**config.mk**
```make
export PLATFORM = sky130hd
export DESIGN_NAME = mcr_top
export DESIGN_NICKNAME = d
export VERILOG_FILES = /design/src/logic/mcr_pkg.sv /design/src/logic/mcr_top.sv
export VERILOG_INCLUDE_DIRS = /design/src /design/src/logic
export SDC_FILE = /design/constraint.sdc
export NUM_CORES = 1
export LEC_CHECK = 0
export ABC_AREA = 1
export BUFFER_PORTS_ARGS = -buffer_cell sky130_fd_sc_hd__buf_2
export CAP_MARGIN = 20
export CORE_AREA = 2 2 202 204
export CTS_BUF_LIST = sky130_fd_sc_hd__clkbuf_16
export DETAILED_ROUTE_END_ITERATION = 8
export DIE_AREA = 0 0 204 206
export GPL_ROUTABILITY_DRIVEN = 1
export PLACE_DENSITY = 0.75
export SETUP_SLACK_MARGIN = 0.2
export SLEW_MARGIN = 0
export SYNTH_ARGS = -nofsm -noshare
export SYNTH_HDL_FRONTEND = slang
export SYNTH_SLANG_ARGS = --single-unit
```
**constraint.sdc**
```tcl
create_clock -name i_core_clk -period 1.9 [get_ports i_core_clk]
set_clock_uncertainty 0.15 [all_clocks]
set_input_delay 0.38 -clock i_core_clk [delete_from_list [all_inputs] [get_ports i_core_clk]]
set_output_delay 0.38 -clock i_core_clk [all_outputs]
set_load 0.02 [all_outputs]
```
**src/logic/mcr_defs.svh**
```systemverilog
`ifndef MCR_DEFS_SVH
`define MCR_DEFS_SVH

// ----------------------------------------
// data word indices
// ----------------------------------------
`define MCR_W_CTL        4'h0
`define MCR_W_CFG        4'h1
`define MCR_W_SPD_HI     4'h2
`define MCR_W_SPD_LO     4'h3
`define MCR_W_STEPS      4'h4
`define MCR_W_HGAIN      4'h5
`define MCR_W_ENC_PPR    4'h6
`define MCR_W_IDLE       4'h7
`define MCR_W_RUN_CUR    4'h8
`define MCR_W_LOOP_GAIN  4'h9
`define MCR_NUM_WORDS    10

// ----------------------------------------
// control word bit positions
// ----------------------------------------
`define MCR_CTL_MODE     15
`define MCR_CTL_STALL    13
`define MCR_CTL_ENC_EN   10
`define MCR_CTL_HOME_Z   9

// ----------------------------------------
// config word reserved field
// ----------------------------------------
`define MCR_CFG_RSV_MSB  8
`define MCR_CFG_RSV_LSB  3

// ----------------------------------------
// reset and status values
// ----------------------------------------
`define MCR_CTL_RESET    16'h6408
`define MCR_SAVE_OK      16'haaaa
`define MCR_SAVE_FAIL    16'heeee

// ----------------------------------------
// parameter ranges
// ----------------------------------------
`define MCR_SPD_HI_MAX   16'h07cf
`define MCR_SPD_LO_MAX   16'h03e7
`define MCR_STEPS_MIN    16'h00c8
`define MCR_WORD_POS_MAX 16'h7fff
`define MCR_HGAIN_MAX    16'h0003
`define MCR_IDLE_MAX     16'h0064
`define MCR_CUR_MIN      16'h000a
`define MCR_CUR_MAX      16'h0028
`define MCR_LGAIN_MIN    16'h0001
`define MCR_LGAIN_MAX    16'h0028
`define MCR_FN_GP        3'h0
`define MCR_FN_RSV       3'h7

// ----------------------------------------
// timing
// ----------------------------------------
`define MCR_CLK_HZ       25000000
`define MCR_LED_HALF_MS  250
`define MCR_LED_HALF_CYC ((`MCR_CLK_HZ / 1000) * `MCR_LED_HALF_MS)

`endif

```
**src/logic/mcr_pkg.sv**
```systemverilog
`default_nettype none

package mcr_pkg;

  // save sequencer states
  typedef enum logic [1:0] {
    MCR_IDLE   = 2'b00,
    MCR_SAVING = 2'b01,
    MCR_LOCKED = 2'b10
  } mcr_state_e;

  // configuration word fields, msb first
  typedef struct packed {
    logic       driver_power_on;
    logic       aux_output_role;
    logic       aux_output_loss_override;
    logic       aux_output_loss_value;
    logic       readback_request;
    logic       persist_request;
    logic       position_report_format;
    logic [5:0] reserved;
    logic       input_three_polarity;
    logic       input_two_polarity;
    logic       input_one_polarity;
  } mcr_cfgw_s;

  // ten-word network data image
  typedef logic [9:0][15:0] mcr_words_t;

endpackage

`default_nettype wire

```
**src/logic/mcr_top.sv**
```systemverilog
`timescale 1ns/1ps
`default_nettype none
`include "mcr_defs.svh"

module mcr_top
  import mcr_pkg::*;
#(
  parameter int unsigned LED_HALF_CYC = `MCR_LED_HALF_CYC
) (
  // clock and reset
  input  wire logic       i_core_clk,
  input  wire logic       i_nrst,
  // network data words
  input  wire mcr_words_t i_out_words,
  input  wire logic       i_out_wr,
  input  wire logic       i_link_ok,
  output var  mcr_words_t o_in_words,
  // nonvolatile store
  input  wire logic       i_nv_load,
  output logic            o_nv_save_req,
  input  wire logic       i_nv_done,
  input  wire logic       i_nv_ok,
  // motion core side
  input  wire logic       i_fault,
  input  wire logic       i_gp_out_bit,
  input  wire logic       i_move_done,
  output logic            o_driver_power_on,
  output logic            o_position_report_format,
  output logic [15:0]     o_idle_pct,
  // pins
  input  wire logic [2:0] i_din_pin,
  output logic [2:0]      o_din_active,
  output logic            o_aux_out,
  output logic            o_led_green,
  output logic            o_led_red
);

  // ----------------------------------------
  // storage
  // ----------------------------------------
  mcr_words_t shadow_r;       // last captured write, host or store
  mcr_words_t active_r;       // validated working set
  logic       eval_r;         // shadow waits for evaluation
  logic       configured_r;   // active set holds a valid config
  logic       accepted_r;     // last config write was accepted
  logic       mode_prev_r;    // control mode bit, previous image
  logic       rb_hold_r;      // readback latched, writes refused
  logic       persist_prev_r; // persist bit, previous image
  logic       idle_pend_r;    // new idle value awaits move end
  logic [15:0] status9_r;     // save result for word nine
  logic       status9_vld_r;  // save result overrides word nine
  mcr_state_e state_r;        // save sequencer
  mcr_cfgw_s  cfg_act;        // active config word view
  mcr_cfgw_s  cfg_sh;         // shadow config word view
  logic       shadow_valid;   // shadow passes every check
  logic       locked;         // device stops responding

  assign cfg_act = mcr_cfgw_s'(active_r[`MCR_W_CFG]);
  assign cfg_sh  = mcr_cfgw_s'(shadow_r[`MCR_W_CFG]);
  assign locked  = (state_r == MCR_LOCKED);

  // ----------------------------------------
  // validity check
  // ----------------------------------------
  // fully combinational; one evaluation cycle after each write
  // keeps the adder-free compare chain off the write path
  function automatic logic cfg_valid(input mcr_words_t w);
    logic [2:0] f1;
    logic [2:0] f2;
    logic [2:0] f3;
    logic       enc;
    logic       ok;
    f1  = w[`MCR_W_CTL][2:0];
    f2  = w[`MCR_W_CTL][5:3];
    f3  = w[`MCR_W_CTL][8:6];
    enc = w[`MCR_W_CTL][`MCR_CTL_ENC_EN];
    ok  = 1'b1;
    // reserved bits of the config word
    ok = ok && (w[`MCR_W_CFG][`MCR_CFG_RSV_MSB:`MCR_CFG_RSV_LSB] == 6'h00);
    // split starting speed: thousands word, then remainder word
    ok = ok && (w[`MCR_W_SPD_HI] <= `MCR_SPD_HI_MAX);
    ok = ok && (w[`MCR_W_SPD_LO] <= `MCR_SPD_LO_MAX);
    ok = ok && ((w[`MCR_W_SPD_HI] != 16'h0000) || (w[`MCR_W_SPD_LO] != 16'h0000));
    // remaining parameter ranges
    ok = ok && (w[`MCR_W_STEPS] >= `MCR_STEPS_MIN);
    ok = ok && (w[`MCR_W_STEPS] <= `MCR_WORD_POS_MAX);
    ok = ok && (w[`MCR_W_HGAIN] <= `MCR_HGAIN_MAX);
    ok = ok && (w[`MCR_W_ENC_PPR] <= `MCR_WORD_POS_MAX);
    ok = ok && (w[`MCR_W_IDLE] <= `MCR_IDLE_MAX);
    ok = ok && (w[`MCR_W_RUN_CUR] >= `MCR_CUR_MIN);
    ok = ok && (w[`MCR_W_RUN_CUR] <= `MCR_CUR_MAX);
    ok = ok && (w[`MCR_W_LOOP_GAIN] >= `MCR_LGAIN_MIN);
    ok = ok && (w[`MCR_W_LOOP_GAIN] <= `MCR_LGAIN_MAX);
    // general purpose inputs may repeat, any other function may not
    ok = ok && !((f1 != `MCR_FN_GP) && ((f1 == f2) || (f1 == f3)));
    ok = ok && !((f2 != `MCR_FN_GP) && (f2 == f3));
    // encoder-dependent features
    ok = ok && (enc || !(w[`MCR_W_CTL][`MCR_CTL_HOME_Z] ||
                         w[`MCR_W_CTL][`MCR_CTL_STALL]));
    // zero pulses per turn is the one in-range value unusable with an encoder
    ok = ok && !(enc && (w[`MCR_W_ENC_PPR] == 16'h0000));
    ok = ok && (f1 != `MCR_FN_RSV) && (f2 != `MCR_FN_RSV) && (f3 != `MCR_FN_RSV);
    return ok;
  endfunction

  assign shadow_valid = cfg_valid(shadow_r);

  // ----------------------------------------
  // write capture
  // ----------------------------------------
  // once locked every write is dropped until power cycles
  always_ff @(posedge i_core_clk or negedge i_nrst) begin
    if (!i_nrst) begin
      shadow_r <= '0;
      eval_r   <= 1'b0;
    end else begin
      eval_r <= 1'b0;
      if (!locked && (i_out_wr || i_nv_load)) begin
        shadow_r <= i_out_words;
        eval_r   <= 1'b1;
      end
    end
  end

  // remembers whether the pending image came from the store
  logic from_nv_r;

  always_ff @(posedge i_core_clk or negedge i_nrst) begin
    if (!i_nrst) begin
      from_nv_r <= 1'b0;
    end else if (!locked && (i_out_wr || i_nv_load)) begin
      from_nv_r <= i_nv_load && !i_out_wr;
    end
  end

  // ----------------------------------------
  // evaluation and acceptance
  // ----------------------------------------
  logic cfg_mode;     // shadow asks for configuration mode
  logic entering;     // first configuration image after command mode
  logic want_rb;      // readback takes this image
  logic refuse;       // image is refused outright

  assign cfg_mode = shadow_r[`MCR_W_CTL][`MCR_CTL_MODE];
  assign entering = cfg_mode && !mode_prev_r;
  assign want_rb  = cfg_mode && cfg_sh.readback_request && (entering || rb_hold_r);
  assign refuse   = want_rb;

  always_ff @(posedge i_core_clk or negedge i_nrst) begin
    if (!i_nrst) begin
      mode_prev_r <= 1'b0;
      rb_hold_r   <= 1'b0;
    end else if (eval_r && !from_nv_r) begin
      mode_prev_r <= cfg_mode;
      rb_hold_r   <= want_rb;
    end
  end

  // shadow copied into the active set only when it all checks out
  always_ff @(posedge i_core_clk or negedge i_nrst) begin
    if (!i_nrst) begin
      active_r     <= '0;
      configured_r <= 1'b0;
      accepted_r   <= 1'b0;
    end else if (eval_r && !locked) begin
      if (from_nv_r) begin
        if (shadow_valid) begin
          active_r     <= shadow_r;
          configured_r <= 1'b1;
          accepted_r   <= 1'b1;
        end
      end else if (cfg_mode && !refuse) begin
        if (shadow_valid) begin
          active_r     <= shadow_r;
          configured_r <= 1'b1;
          accepted_r   <= 1'b1;
        end else begin
          accepted_r <= 1'b0;
        end
      end
    end
  end

  // ----------------------------------------
  // save sequencer
  // ----------------------------------------
  logic persist_rise; // persist bit made a zero-to-one move

  assign persist_rise = eval_r && !from_nv_r && cfg_mode && !refuse &&
                        cfg_sh.persist_request && !persist_prev_r;

  always_ff @(posedge i_core_clk or negedge i_nrst) begin
    if (!i_nrst) begin
      persist_prev_r <= 1'b0;
    end else if (eval_r && !from_nv_r) begin
      persist_prev_r <= cfg_sh.persist_request;
    end
  end

  // invalid data drops the edge; the request pulse lasts one cycle
  always_ff @(posedge i_core_clk or negedge i_nrst) begin
    if (!i_nrst) begin
      state_r       <= MCR_IDLE;
      o_nv_save_req <= 1'b0;
      status9_r     <= 16'h0000;
      status9_vld_r <= 1'b0;
    end else begin
      o_nv_save_req <= 1'b0;
      case (state_r)
        MCR_IDLE: begin
          if (persist_rise && shadow_valid) begin
            state_r       <= MCR_SAVING;
            o_nv_save_req <= 1'b1;
          end
        end
        MCR_SAVING: begin
          if (i_nv_done) begin
            state_r       <= MCR_LOCKED;
            status9_vld_r <= 1'b1;
            status9_r     <= i_nv_ok ? `MCR_SAVE_OK : `MCR_SAVE_FAIL;
          end
        end
        MCR_LOCKED: begin
          state_r <= MCR_LOCKED;
        end
        default: begin
          state_r <= MCR_IDLE;
        end
      endcase
    end
  end

  // ----------------------------------------
  // input word image
  // ----------------------------------------
  // word zero echoes control only while the last write was taken
  always_ff @(posedge i_core_clk or negedge i_nrst) begin
    if (!i_nrst) begin
      o_in_words    <= '0;
      o_in_words[0] <= `MCR_CTL_RESET;
    end else begin
      o_in_words[0] <= accepted_r ? active_r[`MCR_W_CTL] : `MCR_CTL_RESET;
      for (int i = 1; i < `MCR_NUM_WORDS - 1; i++) begin
        o_in_words[i] <= active_r[i];
      end
      o_in_words[`MCR_W_LOOP_GAIN] <= status9_vld_r ? status9_r
                                      : active_r[`MCR_W_LOOP_GAIN];
    end
  end

  // ----------------------------------------
  // driver and format outputs
  // ----------------------------------------
  always_ff @(posedge i_core_clk or negedge i_nrst) begin
    if (!i_nrst) begin
      o_driver_power_on        <= 1'b0;
      o_position_report_format <= 1'b0;
    end else begin
      o_driver_power_on        <= configured_r && cfg_act.driver_power_on;
      o_position_report_format <= cfg_act.position_report_format;
    end
  end

  // ----------------------------------------
  // idle current hand-off
  // ----------------------------------------
  // a new acceptance in the same cycle as a move end keeps pending set
  logic accept_pulse;

  assign accept_pulse = eval_r && !locked && shadow_valid &&
                        (from_nv_r || (cfg_mode && !refuse));

  always_ff @(posedge i_core_clk or negedge i_nrst) begin
    if (!i_nrst) begin
      idle_pend_r <= 1'b0;
      o_idle_pct  <= 16'h0000;
    end else begin
      if (accept_pulse) begin
        idle_pend_r <= 1'b1;
      end else if (i_move_done && idle_pend_r) begin
        idle_pend_r <= 1'b0;
        o_idle_pct  <= active_r[`MCR_W_IDLE];
      end
    end
  end

  // ----------------------------------------
  // discrete inputs
  // ----------------------------------------
  logic [2:0] din_meta_r; // first stage, read only by second
  logic [2:0] din_sync_r; // settled level, one means current flows
  logic [2:0] pol;        // polarity bits, input one at bit 0

  assign pol = {cfg_act.input_three_polarity, cfg_act.input_two_polarity,
                cfg_act.input_one_polarity};

  always_ff @(posedge i_core_clk or negedge i_nrst) begin
    if (!i_nrst) begin
      din_meta_r <= 3'h0;
      din_sync_r <= 3'h0;
    end else begin
      din_meta_r <= i_din_pin;
      din_sync_r <= din_meta_r;
    end
  end

  // zero polarity: active with no current; one: active with current
  generate
    for (genvar g = 0; g < 3; g++) begin : g_din
      always_ff @(posedge i_core_clk or negedge i_nrst) begin
        if (!i_nrst) begin
          o_din_active[g] <= 1'b0;
        end else begin
          o_din_active[g] <= pol[g] ? din_sync_r[g] : !din_sync_r[g];
        end
      end
    end
  endgenerate

  // ----------------------------------------
  // output one
  // ----------------------------------------
  // link-ok comes from same-clock network logic, no synchroniser
  always_ff @(posedge i_core_clk or negedge i_nrst) begin
    if (!i_nrst) begin
      o_aux_out <= 1'b1;
    end else if (!configured_r) begin
      o_aux_out <= 1'b1;
    end else if (!i_link_ok) begin
      if (cfg_act.aux_output_loss_override) begin
        o_aux_out <= cfg_act.aux_output_loss_value;
      end else begin
        o_aux_out <= o_aux_out;
      end
    end else if (cfg_act.aux_output_role) begin
      o_aux_out <= i_gp_out_bit;
    end else begin
      o_aux_out <= !i_fault;
    end
  end

  // ----------------------------------------
  // status indicator
  // ----------------------------------------
  // one divider shared by both colours; only one lights after a save
  logic [31:0] led_cnt_r;
  logic        led_phase_r;

  always_ff @(posedge i_core_clk or negedge i_nrst) begin
    if (!i_nrst) begin
      led_cnt_r   <= 32'h0000_0000;
      led_phase_r <= 1'b0;
    end else if (led_cnt_r >= 32'(LED_HALF_CYC - 1)) begin
      led_cnt_r   <= 32'h0000_0000;
      led_phase_r <= !led_phase_r;
    end else begin
      led_cnt_r <= led_cnt_r + 32'h0000_0001;
    end
  end

  always_ff @(posedge i_core_clk or negedge i_nrst) begin
    if (!i_nrst) begin
      o_led_green <= 1'b0;
      o_led_red   <= 1'b0;
    end else begin
      o_led_green <= status9_vld_r && (status9_r == `MCR_SAVE_OK) && led_phase_r;
      o_led_red   <= status9_vld_r && (status9_r == `MCR_SAVE_FAIL) && led_phase_r;
    end
  end

endmodule

`default_nettype wire

```
======== After elaboration in Yosys (flattened, before gate mapping) ========
Cells that the tools add are included.
storage, ports and cells
  ROM bits ................................ 0
  latch bits .............................. 0
  bits in registers ....................... 571
  logic and storage cells ................. 191
  output and inout port bits .............. 185
  memory bits (writable) .................. 0
  memories ................................ 0
cells by class
  $add $sub $neg .......................... 1
  multipliers ............................. 0
  multiplexer cells ....................... 29
  divide/modulo/power cells ............... 0
  order comparisons ....................... 12
  reduce and logical (&&, ||, !) cells .... 79
  bitwise operators ....................... 1
  eq/ne operators ......................... 14
  shift operators ......................... 0
operators with widths
  cell                                                   number
  2-to-1 mux 160 bit                                     3
  logical AND 1 bit                                      43
  adder 32 x 1 -> 32 bit, second input constant          1
  equality test 16 bit, second input constant            2
  >= comparator 32 x 23 -> 1 bit, second input constant  1
  <= comparator 16 x 15 -> 1 bit, second input constant  2
  <= comparator 16 x 6 -> 1 bit, second input constant   2
  2-to-1 mux 16 bit                                      2
  2-to-1 mux 32 bit                                      1
  nonzero test 16 bit                                    2
  2-to-1 mux 1 bit                                       19
  >= comparator 16 x 1 -> 1 bit, second input constant   1
  >= comparator 16 x 4 -> 1 bit, second input constant   1
  >= comparator 16 x 8 -> 1 bit, second input constant   1
  <= comparator 16 x 10 -> 1 bit, second input constant  1
  <= comparator 16 x 11 -> 1 bit, second input constant  1
  <= comparator 16 x 2 -> 1 bit, second input constant   1
  <= comparator 16 x 7 -> 1 bit, second input constant   1
  logical NOT 16 bit                                     1
  logical NOT 1 bit                                      15
  2-to-1 mux 15 bit                                      1
  != test 3 bit, second input constant                   4
  equality test 3 bit                                    3
  AND reduction 2 bit                                    4
  other kinds (12)                                       23

======== Logic depth before layout (Yosys ltp) ========
  word-level depth ........................ 24
  depth in mapped cells ................... 14
  gate-level depth less buffers ........... 14

======== Least setup slack after synthesis ========
Ideal clock, no wire load.
  kind .................................... register to register
  start ................................... reg state_r[0]
  end ..................................... reg shadow_r, in the netlist cfg_mode
  setup time .............................. 130 ps
  cell stages (with the launch flop) ...... 10
  setup slack ............................. -26 ps
  clock period less this slack ............ 1926 ps
  path buffers ............................ 2
  arrival ................................. 1646 ps
  path through ............................ dfrtp_1 inv_1 ha_1 inv_1 o21ai_1 clkinv_1 clkbuf_1 clkbuf_1 nand2_1 o21ai_0
between the ends
  cells in the longest elaborated chain, start to end .. 3
RTL lines
  what                      line            source
  start: declaration        mcr_top.sv:52   mcr_state_e state_r;
  start signal: assignment  mcr_top.sv:203  state_r <= MCR_IDLE;
  start signal: assignment  mcr_top.sv:212  state_r <= MCR_SAVING;
  start signal: assignment  mcr_top.sv:218  state_r <= MCR_LOCKED;
  equality test 2 bit       mcr_top.sv:60   assign locked = (state_r == MCR_LOCKED);
  logical NOT 1 bit         mcr_top.sv:118  if (!locked && (i_out_wr || i_nv_load)) begin
  logical AND 1 bit         mcr_top.sv:118
  end signal: assignment    mcr_top.sv:119  shadow_r <= i_out_words;
  end: declaration          mcr_top.sv:41   mcr_words_t shadow_r;
No other way between the ends.
A chain may end at the register's enable or synchronous reset.

======== Final worst setup path ========
  start ................................... reg shadow_r[71] (netlist name)
  end ..................................... reg active_r[70] (netlist name)
between the ends
  cells in the longest elaborated chain, start to end .. 20
  elaborated cells on any way between the ends .. 21
  classes of those cells .................. 2 x order compare; 3 x mux; 16 x reduce/logical
RTL lines
  what                                            line            source
  >= comparator 16 x 8 -> 1 bit (no source line)  n/a
  logical AND 1 bit                               mcr_top.sv:85   ok = ok && (w[`MCR_W_STEPS] >= `MCR_STEPS_MIN);
  logical AND 1 bit (*)                           mcr_top.sv:86   ok = ok && (w[`MCR_W_STEPS] <= `MCR_WORD_POS_MAX);
  logical AND 1 bit (*)                           mcr_top.sv:87   ok = ok && (w[`MCR_W_HGAIN] <= `MCR_HGAIN_MAX);
  logical AND 1 bit (*)                           mcr_top.sv:88   ok = ok && (w[`MCR_W_ENC_PPR] <= `MCR_WORD_POS_MAX);
  logical AND 1 bit (*)                           mcr_top.sv:89   ok = ok && (w[`MCR_W_IDLE] <= `MCR_IDLE_MAX);
  logical AND 1 bit (*)                           mcr_top.sv:90   ok = ok && (w[`MCR_W_RUN_CUR] >= `MCR_CUR_MIN);
  logical AND 1 bit (*)                           mcr_top.sv:91   ok = ok && (w[`MCR_W_RUN_CUR] <= `MCR_CUR_MAX);
  (+2 left out)                                   n/a
  logical AND 1 bit (*)                           mcr_top.sv:95   ok = ok && !((f1 != `MCR_FN_GP) && ((f1 == f2) || (f1 == f3)));
  logical AND 1 bit (*)                           mcr_top.sv:96   ok = ok && !((f2 != `MCR_FN_GP) && (f2 == f3));
  logical AND 1 bit (*)                           mcr_top.sv:98   ok = ok && (enc || !(w[`MCR_W_CTL][`MCR_CTL_HOME_Z] ||
  logical AND 1 bit (*)                           mcr_top.sv:101  ok = ok && !(enc && (w[`MCR_W_ENC_PPR] == 16'h0000));
  logical AND 1 bit (*) (3 in series)             mcr_top.sv:102  ok = ok && (f1 != `MCR_FN_RSV) && (f2 != `MCR_FN_RSV) && (f3 != `MCR_FN_RSV);
  2-to-1 mux 160 bit (*)                          n/a
  2-to-1 mux 160 bit                              n/a
  2-to-1 mux 160 bit (*)                          n/a
  end signal: assignment                          mcr_top.sv:168  active_r <= shadow_r;
  end signal: assignment                          mcr_top.sv:174  active_r <= shadow_r;
  end: declaration                                mcr_top.sv:42   mcr_words_t active_r;
Mark *: on every way between the ends. The rest lies on a longest branch, timed or not. The select of a mux whose other input is x is not followed.

==> impl_metrics.yaml <==
power:
  netSwitchingPower_mw: 6.176
  p_int_mw: 19.08
  swShare: 0.2445
  finalPower_mw: 25.26
  worst_ir_drop_vdd_uv: 800.1
  pwr-share-comb: 0.086
  power.density_mw_per_mm2: 868.0
  pwr-share-seq: 0.488
  pwr-share-clk: 0.425
  p_leak_nw: 15.29
synth:
  synth_seq_area_share: 0.7086
  synth_edf_count: 0
  synth_top_area_share: 0.7019
  synth_seq_cells: 555
  synth_cells: 1925
  synth_cell_types: 34
  syn_area_mm2: 0.01961
  synth_most_common_cell: "nand2_1"
  synthTopCellsByArea: "dfrtp_1 70%, nand2_1 12%, inv_1 3.8%, o21ai_0 3.8%, nor2_1 3.2%"
  yosys_most_used_dff: "dfrtp_1"
  async_flop_share: 1.000
  synth.largest_area_cell: "dfrtp_1"
  syn_avg_cell_area_um2: 10.19
  yosys_warnings: 0
  synth_common_cells: "628 x nand2_1, 550 x dfrtp_1, 201 x inv_1, 167 x nor2_1, 148 x o21ai_0"
cells_and_area:
  drive_above_1_share: 0.3389
  final_cells: 3239
  final_util: 0.7241
  final.fill_count: 2509
  layout.nets: 2834
  area_growth_pct: 48.40
  finalInstanceArea_mm2: 0.02910
route:
  ant_nets: 0
  wirelength_um: 62050
  drtIter0Drc: 1230
  dr.pass1.iters: 8
  num_vias: 16615
  via_per_inst: 5.130
  drc: 0
  wl_per_cell_um: 19.16
placement:
  post-place-ws_ps: -458.0
  dp_hpwl_um: 33100
  placed_area_mm2: 0.02332
  gp_congestion: 0.8093
  io_buffer_count: 357
  dp_cells: 2904
status:
  status: "finished, violations left"
  violations: "setup timing"
clocking:
  clkSlewWorstSetupHoldPaths_ps: 70
  clock_latency_ps: 610
  cts.path.max_buffers: 3
  cts_tree: "built"
  cts.sinks: 555
  numCtsBuffers: 55
  htree_levels: 2
  clockRootBuffer: "clkbuf_16"
timing:
  finalSetupViolations: 183
  setup_tns_ps: -55110
  hold_viol: 0
  setup_slack_ps: -505.4
  period_needed_ps: 2405
  slew_viol_final: 0
  clock.fmax_mhz: 415.7
  hold_ws_ps: 92.10
  grt_setup_unrepaired: "yes"
  period_share: 1.266
worst_setup_path:
  crit_fanout: 11
  path_buf_inv: 3
  cp_top_family: "simple AND/OR/NAND/NOR gates"
  crit_required_ps: 2240
  worst_setup_path_end_kind: "register"
  crit_path_max_incr_delay_ps: 380
  crit_arrival_ps: 2740
  worst_setup_path_start_kind: "register"
  slowest_stage: "dfrtp_1"
  crit_chain: "nand2_1, inv_1, nand2_1, nand2_2, nand2_4, nor2_4, nand2_2, nor3_4, nand3_4, buf_12, clkbuf_16, o21ai_1"
  criticalPathCategory: "register to register"
global_route:
  first_global_vias: 16154
  grt_pass1_wl_um: 83340
  grt.total_usage: 0.2546
  antenna_found_initial: 6
  overflow: 0
  grt_max_degree: 80
floorplan:
  fp.dieH_um: 206
  coreArea_mm2: 0.04018
  ios: 358
  start_util: 0.4879
  die_w_um: 204
  dieArea_mm2: 0.04202
  rows: 74
run:
  drv_cap: 0
hold_path:
  hold_path.class: "primary input to async pin"
==> layer usage <==
metal | vias to the layer above | track usage | part of all wire
li1 | 7378 | - | -
met3 | 230 | 0.05424 | 0.067
met4 | 4 | 0.1074 | 0.048
met2 | 831 | 0.4370 | 0.51
met5 | - | 0 | 0.00035
met1 | 8172 | 0.3141 | 0.37
==> cell usage in the layout, fill, tap and decap left out, drive strengths merged, types with 5 or more instances in the layout <==
master | synthesis | layout
clkinv | 2 | 27
nand3 | 50 | 50
xnor2 | 8 | 8
nor3 | 19 | 19
xor2 | 5 | 5
dfrtp | 550 | 550
conb | 1 | 9
buf | 28 | 548
inv | 203 | 214
dlygate4sd3 | 0 | 171
nor2 | 168 | 168
a21oi | 10 | 10
dfstp | 5 | 5
clkbuf | 44 | 76
o21ai | 178 | 178
nand4 | 5 | 5
nand2 | 628 | 628
clkinvlp | 0 | 7
==> flip-flops by register name, summed over array words and instances (netlist names), 2 cells and up <==
| name | cells |
|---|---|
| cfg_sh | 16 |
| cfg_act | 16 |
| shadow_r | 143 |
| state_r | 2 |
| din_meta_r | 3 |
| led_cnt_r | 32 |
| o_din_active | 3 |
| active_r | 144 |
| din_sync_r | 3 |
| o_in_words | 160 |
| o_idle_pct | 16 |
| status9_r | 2 |
==> layout make-up <==
cell class                 count  area (µm²)  area share
antenna                        4       10.01   0.0003440
clock buffer                  56        1401     0.04816
clock inverter                47       365.4     0.01256
inverter                     205       789.5     0.02713
multi-input combinational   1101        5861      0.2014
sequential                   555       13900      0.4776
tap                          532       665.6     0.02288
timing repair buffer         739        6107      0.2099
==> power by group through the flow <==
stage                     Sequential (mW)  Combinational, mW  Clock [mW]
after floorplan                      12.5              0.536           0
after global placement               12.5               1.43           0
after detailed placement             12.5               1.46           0
after CTS                            12.3               1.78        10.8
after global routing                 12.4               2.38        11.4
final                                12.3               2.18        10.7
==> logic make-up after synthesis <==
logic type,count (synthesis),synth area share
fa+ha+maj,4,0.002553
simple gates,882,0.1766
flops,555,0.7086
buf+inv,277,0.05635
other cells,1,0.0001913
xor+xnor,13,0.005807
compound gates,193,0.04990
==> path summary, 6_finish.rpt <==
kind / slack, ps / cells past startpoint / startpoint / end
worst max-delay path: -510 / 12 / shadow_r[71] / active_r[70]
worst min-delay path: 90 / 2 / i_nrst / o_in_words[130]
worst max register to register: -510 / 12 / shadow_r[71] / active_r[70]
worst min register to register: 200 / 0 / din_meta_r[1] / din_sync_r[1]
max in group asynchronous: 740 / 3 / i_nrst / active_r[88]
min in group i_core_clk: 200 / 0 / din_meta_r[1] / din_sync_r[1]
==> repair_timing <==
action / in CTS / in global routing
setup endpoints to repair: 426 / 481
pin swaps: 8 / 43
endpoints found under the hold margin: 532 / 0
setup buffers: 5 / 22
cloned: 1 / 29
resized for setup: 62 / 386
hold buffers: 171 / 0
(Power assumes the default switching activity.)
